**src/logic/bsalu_pkg.sv**
```systemverilog
// constants, types and decode helpers for the two-bit alu slice
// Operation
// - add, inc, dec, shifts, logic ops supported
// - result goes to accumulator, register, or both
// - generate, propagate, left input, right output cascade
// - memory bus enters only via operand a
// - io bus enters via operand b, and via operand a in group 2
// - all-ones mask includes accumulator, zeros exclude
// - logic groups or masked operand into carry
// - address register drives three-state address bus
// - accumulator copy drives three-state data bus
// - group 0 reg: reg+masked acc+carry to both
// - group 0 on accumulator with mask 11 shifts it left
// - memory plus masked acc plus carry to target
// - group 0 third group shifts right for any mask
// - group 1 reg: address gets reg or mask
// - group 1 reg mask 11: address all ones, decrement
// - group 1 memory: address gets memory or mask
// - group 1 memory mask 11: ones, memory minus one
// - group 1 third: complement-or plus and plus carry
// - group 1 third mask 11 decrements target
// - group 2: masked operand minus one plus carry
// - group 2 mask 00: carry minus one
// - group 3 reg: sum to register, accumulator kept
// - seven-bit code: group high, registers low
// - eleven scratchpad registers feed operand a
// - carry out off, right out on, during shift
package bsalu_pkg;
    localparam int SLICE_W = 2;
    localparam int FUNC_W = 7;
    localparam int NUM_SCRATCH = 11;
    localparam logic [3:0] TEMP_IDX = 4'ha;
    localparam logic [2:0] GRP_SUM_BOTH = 3'h0;
    localparam logic [2:0] GRP_ADDR_LOAD = 3'h1;
    localparam logic [2:0] GRP_DEC = 3'h2;
    localparam logic [2:0] GRP_SUM_REG = 3'h3;
    localparam logic [3:0] RSEL_LAST_GP = 4'h9;
    localparam logic [3:0] RSEL_T_I = 4'hc;
    localparam logic [3:0] RSEL_AC_I = 4'hd;
    localparam logic [3:0] RSEL_T_II = 4'ha;
    localparam logic [3:0] RSEL_AC_II = 4'hb;
    localparam logic [3:0] RSEL_T_III = 4'he;
    localparam logic [3:0] RSEL_AC_III = 4'hf;
    localparam logic [1:0] MASK_ZERO = 2'h0;
    localparam logic [1:0] MASK_ONES = 2'h3;
    localparam logic [1:0] RST_WORD = 2'h0;
    localparam logic [1:0] RST_SYNC_INIT = 2'h0;

    typedef enum logic [2:0] {
        RG_I = 3'b001,
        RG_II = 3'b010,
        RG_III = 3'b100
    } bsalu_rgrp_e;

    // register group from the low four function bits
    function automatic bsalu_rgrp_e bsalu_rgrp(input logic [3:0] code);
        if (code == RSEL_T_II || code == RSEL_AC_II) begin
            return RG_II;
        end
        if (code == RSEL_T_III || code == RSEL_AC_III) begin
            return RG_III;
        end
        return RG_I;
    endfunction
endpackage

```
**src/logic/bsalu_add_if.sv**
```systemverilog
// operand and result bundle between control and adder
`timescale 1ns/1ps
`default_nettype none
interface bsalu_add_if;
    logic [1:0] opa;
    logic [1:0] opb;
    logic cin;
    logic [1:0] sum;
    logic cout;
    logic gen;
    logic prop;
    modport adder (input opa, input opb, input cin,
                   output sum, output cout, output gen, output prop);
    modport ctl (output opa, output opb, output cin,
                 input sum, input cout, input gen, input prop);
endinterface
`default_nettype wire

```
**src/logic/bsalu_adder.sv**
```systemverilog
// two-bit adder with look-ahead generate and propagate
`timescale 1ns/1ps
`default_nettype none
module bsalu_adder
    import bsalu_pkg::*;
(
    bsalu_add_if.adder add_if
);
    logic [1:0] g;
    logic [1:0] p;
    logic c1;

    // per-bit terms, then ripple inside the slice
    assign g = add_if.opa & add_if.opb;
    assign p = add_if.opa | add_if.opb;
    assign c1 = g[0] | (p[0] & add_if.cin);
    assign add_if.sum = add_if.opa ^ add_if.opb ^ {c1, add_if.cin};
    assign add_if.cout = g[1] | (p[1] & c1);
    // group terms for an external look-ahead unit
    assign add_if.gen = g[1] | (p[1] & g[0]);
    assign add_if.prop = p[1] & p[0];
endmodule
`default_nettype wire

```
**src/logic/bsalu_slice.sv**
```systemverilog
// top of the two-bit alu slice: registers, decode and buses
`timescale 1ns/1ps
`default_nettype none
module bsalu_slice
    import bsalu_pkg::*;
(
    input wire logic ref_clk_in,
    input wire logic reset_n_in,
    input wire logic [FUNC_W-1:0] func_in,
    input wire logic [SLICE_W-1:0] mask_in,
    input wire logic [SLICE_W-1:0] mem_data_in,
    input wire logic [SLICE_W-1:0] io_data_in,
    input wire logic carry_input_in,
    input wire logic left_fill_input_in,
    input wire logic addr_enable_in,
    input wire logic data_enable_in,
    output logic cla_gen_out,
    output logic cla_prop_out,
    output logic carry_output_out,
    output logic carry_output_oe_out,
    output logic shift_right_out_out,
    output logic shift_right_out_oe_out,
    output logic [SLICE_W-1:0] addr_out,
    output logic addr_oe_out,
    output logic [SLICE_W-1:0] data_out,
    output logic data_oe_out
);
    logic [1:0] rst_sync_q;
    logic rst_n;
    logic [SLICE_W-1:0] scratch_q [NUM_SCRATCH];
    logic [SLICE_W-1:0] acc_q;
    logic [SLICE_W-1:0] addr_hold_q;
    logic [2:0] grp;
    logic [3:0] rsel;
    bsalu_rgrp_e rgrp;
    logic [3:0] rn_idx;
    logic rn_is_acc;
    logic [SLICE_W-1:0] rn;
    logic [SLICE_W-1:0] at;
    logic [SLICE_W-1:0] k;
    logic arith;
    logic shift;
    logic wr_rn;
    logic wr_at;
    logic wr_acc;
    logic addr_ld;
    logic [SLICE_W-1:0] addr_d;
    logic [SLICE_W-1:0] result;
    logic [SLICE_W-1:0] test_opnd;
    bsalu_add_if add_if ();

    // reset is released through two flops so its removal is clean
    always_ff @(posedge ref_clk_in or negedge reset_n_in) begin
        if (!reset_n_in) begin
            rst_sync_q <= RST_SYNC_INIT;
        end else begin
            rst_sync_q <= {rst_sync_q[0], 1'b1};
        end
    end
    assign rst_n = rst_sync_q[1];

    // split the function code into group and register fields
    assign grp = func_in[6:4];
    assign rsel = func_in[3:0];
    assign rgrp = bsalu_rgrp(rsel);
    assign k = mask_in;

    // scratchpad selection; code for the accumulator aliases it
    assign rn_is_acc = (rsel == RSEL_AC_I);
    assign rn_idx = (rsel == RSEL_T_I) ? TEMP_IDX : rsel;
    assign rn = rn_is_acc ? acc_q :
                ((rsel <= RSEL_LAST_GP || rsel == RSEL_T_I) ?
                 scratch_q[rn_idx] : RST_WORD);
    // low code bit picks accumulator over temporary
    assign at = rsel[0] ? acc_q : scratch_q[TEMP_IDX];

    bsalu_adder u_adder (
        .add_if(add_if.adder)
    );

    // operand steering and write enables per microfunction
    always_comb begin
        add_if.opa = RST_WORD;
        add_if.opb = RST_WORD;
        add_if.cin = carry_input_in;
        arith = 1'b1;
        shift = 1'b0;
        wr_rn = 1'b0;
        wr_at = 1'b0;
        wr_acc = 1'b0;
        addr_ld = 1'b0;
        addr_d = addr_hold_q;
        test_opnd = RST_WORD;
        unique case (grp)
            GRP_SUM_BOTH: begin
                unique case (rgrp)
                    RG_I: begin
                        add_if.opa = rn;
                        add_if.opb = acc_q & k;
                        wr_rn = 1'b1;
                        wr_acc = 1'b1;
                    end
                    RG_II: begin
                        add_if.opa = mem_data_in;
                        add_if.opb = acc_q & k;
                        wr_at = 1'b1;
                    end
                    RG_III: begin
                        // plain one-bit shift for any mask value
                        shift = 1'b1;
                        wr_at = 1'b1;
                    end
                endcase
            end
            GRP_ADDR_LOAD: begin
                addr_ld = 1'b1;
                unique case (rgrp)
                    RG_I: begin
                        addr_d = rn | k;
                        add_if.opa = rn;
                        add_if.opb = k;
                        wr_rn = 1'b1;
                    end
                    RG_II: begin
                        addr_d = mem_data_in | k;
                        add_if.opa = mem_data_in;
                        add_if.opb = k;
                        wr_at = 1'b1;
                    end
                    RG_III: begin
                        addr_ld = 1'b0;
                        add_if.opa = ~at | k;
                        add_if.opb = at & k;
                        wr_at = 1'b1;
                    end
                endcase
            end
            GRP_DEC: begin
                // all-ones operand b subtracts one
                add_if.opa = ((rgrp == RG_III) ? io_data_in : acc_q) & k;
                add_if.opb = MASK_ONES;
                wr_rn = (rgrp == RG_I);
                wr_at = (rgrp != RG_I);
            end
            GRP_SUM_REG: begin
                unique case (rgrp)
                    RG_I: begin
                        add_if.opa = rn;
                        add_if.opb = acc_q & k;
                        wr_rn = 1'b1;
                    end
                    RG_II: begin
                        add_if.opa = mem_data_in;
                        add_if.opb = acc_q & k;
                        wr_at = 1'b1;
                    end
                    RG_III: begin
                        add_if.opa = at;
                        add_if.opb = io_data_in & k;
                        wr_at = 1'b1;
                    end
                endcase
            end
            default: begin
                // logic groups here only test: no register is written
                arith = 1'b0;
                test_opnd = (rgrp == RG_I) ? rn :
                            ((rgrp == RG_II) ? mem_data_in : at);
            end
        endcase
    end

    // shift result bypasses the adder
    assign result = shift ? {left_fill_input_in, at[1]} : add_if.sum;

    // scratchpad writes, all on the one edge ending the cycle
    always_ff @(posedge ref_clk_in or negedge rst_n) begin
        if (!rst_n) begin
            for (int i = 0; i < NUM_SCRATCH; i++) begin
                scratch_q[i] <= RST_WORD;
            end
        end else begin
            if (wr_rn && !rn_is_acc) begin
                scratch_q[rn_idx] <= result;
            end
            if (wr_at && !rsel[0]) begin
                scratch_q[TEMP_IDX] <= result;
            end
        end
    end

    // accumulator update
    always_ff @(posedge ref_clk_in or negedge rst_n) begin
        if (!rst_n) begin
            acc_q <= RST_WORD;
        end else if (wr_acc || (wr_rn && rn_is_acc) ||
                     (wr_at && rsel[0])) begin
            acc_q <= result;
        end
    end

    // address register update
    always_ff @(posedge ref_clk_in or negedge rst_n) begin
        if (!rst_n) begin
            addr_hold_q <= RST_WORD;
        end else if (addr_ld) begin
            addr_hold_q <= addr_d;
        end
    end

    // cascade pins; carry pin floats while the right pin is used
    assign cla_gen_out = add_if.gen;
    assign cla_prop_out = add_if.prop;
    assign carry_output_out = arith ? add_if.cout :
        (carry_input_in | (|(test_opnd & k)));
    assign carry_output_oe_out = !shift;
    assign shift_right_out_out = shift & at[0];
    assign shift_right_out_oe_out = shift;

    // buses come straight from flops; enables from the pins
    assign addr_out = addr_hold_q;
    assign addr_oe_out = addr_enable_in;
    assign data_out = acc_q;
    assign data_oe_out = data_enable_in;
endmodule
`default_nettype wire

```
**config.mk**
```make
export PLATFORM = sky130hd
export DESIGN_NAME = bsalu_slice
export DESIGN_NICKNAME = d
export VERILOG_FILES = /design/src/logic/bsalu_pkg.sv /design/src/logic/bsalu_add_if.sv /design/src/logic/bsalu_adder.sv /design/src/logic/bsalu_slice.sv
export SDC_FILE = /design/constraint.sdc
export NUM_CORES = 1
export LEC_CHECK = 0
export BUFFER_PORTS_ARGS = -buffer_cell sky130_fd_sc_hd__buf_2
export CAP_MARGIN = 20
export CELL_PAD_IN_SITES_DETAIL_PLACEMENT = 1
export CELL_PAD_IN_SITES_GLOBAL_PLACEMENT = 1
export CORE_MARGIN = 2
export CORE_UTILIZATION = 49
export CTS_BUF_LIST = sky130_fd_sc_hd__clkbuf_8
export DETAILED_ROUTE_END_ITERATION = 10
export GPL_ROUTABILITY_DRIVEN = 0
export GPL_TIMING_DRIVEN = 0
export PLACE_DENSITY_LB_ADDON = 0.1
export SLEW_MARGIN = 20
export SYNTH_ARGS = -nofsm -noshare
export SYNTH_HDL_FRONTEND = slang
export SYNTH_SLANG_ARGS = --single-unit
```
**constraint.sdc**
```tcl
create_clock -name ref_clk_in -period 10.7 [get_ports ref_clk_in]
set_input_delay 2.14 -clock ref_clk_in [delete_from_list [all_inputs] [get_ports ref_clk_in]]
set_output_delay 2.14 -clock ref_clk_in [all_outputs]
set_load 0.05 [all_outputs]
```
==> flow_metrics.env <==
export IMPL_timing_worst_setup_path_type="in2out"
export IMPL_yosysWarnings=0
export IMPL_clock_skew_ns=0.009796
export IMPL_grt_use_met3_pct=3.409
export IMPL_status="finished clean"
export IMPL_numCtsBuffers=3
export IMPL_via_per_inst=6.013
export IMPL_cp_max_fo=10
export IMPL_final_antenna_net_count=0
export IMPL_swShare_pct=36.94
export IMPL_cts_sinks=28
export IMPL_min_period_ns=7.761
export IMPL_core_area_um2=4029
export IMPL_holdBufCountCts=0
export IMPL_p_seq_share_pct=40.3
export IMPL_syn_area_per_cell_um2=9.519
export IMPL_cts_root_buf="clkbuf_8"
export IMPL_grt_busiest_layer="met2"
export IMPL_grt_pass1_wl_um=9480
export IMPL_overflow=0
export IMPL_grt_pass1_vias=1834
export IMPL_grt_util_met2_pct=46.03
export IMPL_grt_util_all_layers_pct=27.61
export IMPL_clockPowerShare_pct=19.5
export IMPL_drc_errors=0
export IMPL_final_nets=273
export IMPL_num_io_pins=31
export IMPL_synth_area_leaders="dfrtp_1, mux2_2, mux2i_1"
export IMPL_cp_slowest_cell="fa_1"
export IMPL_rsz0062_at_grt="false"
export IMPL_maxSlewViolCount=0
export IMPL_cp_startpoint="func_in[3]"
export IMPL_worstReg2RegStart="data_out[0]$_DFFE_PN0P_"
export IMPL_yosysTopAreaCell="dfrtp_1"
export IMPL_synth_flop_cell="dfrtp_1"
export IMPL_use_met1_pct=40.37
export IMPL_synth_nets=242
export IMPL_wl_per_cell_um=19.65
export IMPL_p_leak_uw=0.001077
export IMPL_fmax_mhz=128.9
export IMPL_irDropWorstVdd_mv=0.1468
export IMPL_synth_seq_cells=28
export IMPL_die_w_um=68.93
export IMPL_critPathArrivalTime_ns=5.62
export IMPL_power_density_nw_per_um2=183.0
export IMPL_cp_end_kind="primary output"
export IMPL_setup_violations=0
export IMPL_pwr_share_comb_pct=40.3
export IMPL_power_switching_uw=157.6
export IMPL_synthArstFlopShare_pct=100.0
export IMPL_dp_hpwl_um=4514
export IMPL_required_ns=8.56
export IMPL_fillers=481
export IMPL_synth_cell_types=48
export IMPL_htree_levels=1
export IMPL_drtIter0Drc=107
export IMPL_cts_resized=0
export IMPL_firstDrtPassIters=4
export IMPL_netlist_area_um2=2066
export IMPL_min_path_type="reg2async"
export IMPL_post_cts_buffers=0
export IMPL_clk_latency_ns=0.27
export IMPL_hold_viol=0
export IMPL_synth_edf_count=0
export IMPL_slew_headroom_pct=53.38
export IMPL_antenna_found_initial=0
export IMPL_critPathMaxStageDelay_ns=0.45
export IMPL_cts_buffer_depth=2
export IMPL_initial_core_util_pct=51.27
export IMPL_port_buffers=26
export IMPL_fp_dieH_um=68.93
export IMPL_worst_pin_slew_ns=0.6929
export IMPL_antennaDiodeCount=0
export IMPL_die_area_um2=4751
export IMPL_utilization_pct=57.86
export IMPL_intPower_uw=269.1
export IMPL_cts_tree="built"
export IMPL_totalNegativeSetupSlack_ns=0
export IMPL_area_growth_pct=12.84
export IMPL_grt_max_degree=27
export IMPL_maxCapViolCount=0
export IMPL_period_share_pct=72.53
export IMPL_synthCells=217
export IMPL_worstPathCellList="buf_2 > clkbuf_1 > a21boi_0 > mux2i_1 > o32ai_1 > a22oi_1 > a31oi_1 > fa_1 > fa_1 > o21ai_0 > o31ai_1 > a21oi_1 > nand3_1 > buf_2"
export IMPL_synth_top_area_share_pct=33.92
export IMPL_start_kind="input port"
export IMPL_via_count=1786
export IMPL_drive_above_1_share_pct=30.77
export IMPL_crit_buf_inv=3
export IMPL_crit_family="compound AO/OA/AOI/OAI gates"
export IMPL_clkSlewWorstSetupHoldPaths_ns=0.10
export IMPL_wl_um=5837
export IMPL_ys_seq_area_share_pct=33.92
export IMPL_rows=23
==> placed cells by master (no fill, tap or decap), types with 2 or more instances in the layout <==
master	count
nor3_1	2
mux4_2	2
mux2_2	26
nand2_1	15
a31oi_1	4
buf_2	29
a22oi_1	3
a31o_2	2
inv_1	11
a32o_1	2
o211ai_1	3
nor2b_1	6
nor2_1	20
o21ai_0	12
mux2i_1	9
nand3_1	8
mux2_4	2
nor4_1	3
buf_6	4
ha_1	4
clkbuf_8	3
a211oi_1	2
fa_1	2
a21o_1	2
buf_4	4
clkbuf_1	5
and3_1	4
a21oi_1	9
dfrtp_1	27
==> stage by stage <==
stage / setup WS, ns / total power (uW) / area [um2] / instances / hold WS (ns)
after CTS: 3.028 / 427.3 / 2330 / 297 / 0.3702
after detailed placement: 3.032 / 343.3 / 2258 / 293 / 0.3441
after global placement: 3.092 / 335.6 / 2258 / 293 / 0.3435
final: 2.939 / 426.7 / 2331 / 297 / 0.2644
after global routing: 2.783 / 451.0 / 2331 / 297 / 0.3279
after floorplan: 3.643 / 292.7 / 2066 / 217 / 0.3312
==> layer usage <==
metal / share of wire [%] / up-vias
li1: - / 842
met1: 48 / 885
met2: 47 / 57
met3: 4.4 / 2
met4: 0.12 / 0
met5: 0 / -
==> sequential cells by signal (all words and copies together) (netlist names) <==
register / cells
addr_out: 2
data_out: 2
rst_sync_q: 2
scratch_q: 22
==> final cells by class <==
| cell class | instances | area (um2) | share of cell area [%] |
|---|---|---|---|
| Buffer | 16 | 108.9 | 4.670 |
| Inverter | 11 | 41.29 | 1.771 |
| Clock buffer | 3 | 41.29 | 1.771 |
| Multi-Input combinational cell | 162 | 1215 | 52.12 |
| Timing Repair Buffer | 26 | 130.1 | 5.582 |
| Sequential cell | 28 | 701.9 | 30.11 |
| Tap cell | 50 | 62.56 | 2.684 |
| Clock inverter | 1 | 30.03 | 1.288 |
==> power groups by stage <==
stage | Clock, uW | Sequential (uW) | Combinational, uW
detailed placement | 0 | 173 | 170
finish | 83.1 | 172 | 172
floorplan | 0 | 179 | 113
global placement | 0 | 169 | 166
global route | 88.8 | 176 | 186
CTS | 84.6 | 171 | 171
==> cells in the mapped netlist (3+ instances only) <==
cell      instances
dfrtp_1          28
mux2_2           26
nor2_1           20
nand2_1          15
o21ai_0          12
inv_1            11
a21oi_1           9
mux2i_1           9
nand3_1           8
nor2b_1           6
clkbuf_1          5
a31oi_1           4
and3_1            4
buf_4             4
buf_6             4
ha_1              4
a22oi_1           3
buf_2             3
nor4_1            3
o211ai_1          3
==> final timing paths <==
kind	endpoint	cells past startpoint	slack, ns
setup / recovery	carry_output_out	14	2.94
hold / removal	scratch_q[13]$_DFFE_PN0P_	0	0.26
setup reg to reg	scratch_q[11]$_DFFE_PN0P_	10	7.26
hold reg to reg	scratch_q[13]$_DFFE_PN0P_	0	0.26
max in group asynchronous	rst_sync_q[1]$_DFF_PN0_	1	8.96
min in group ref_clk_in	rst_sync_q[1]$_DFF_PN0_	0	0.36
==> cell families after synthesis <==
family	share of synthesized area, %
other	0.1815
adder cells (fa/ha/maj)	4.361
AO/OA/AOI/OAI	15.38
multiplexers	22.17
AND/OR/NAND/NOR	16.72
buffers and inverters	7.268
flip-flops	33.92
(Power assumes the default switching activity.)
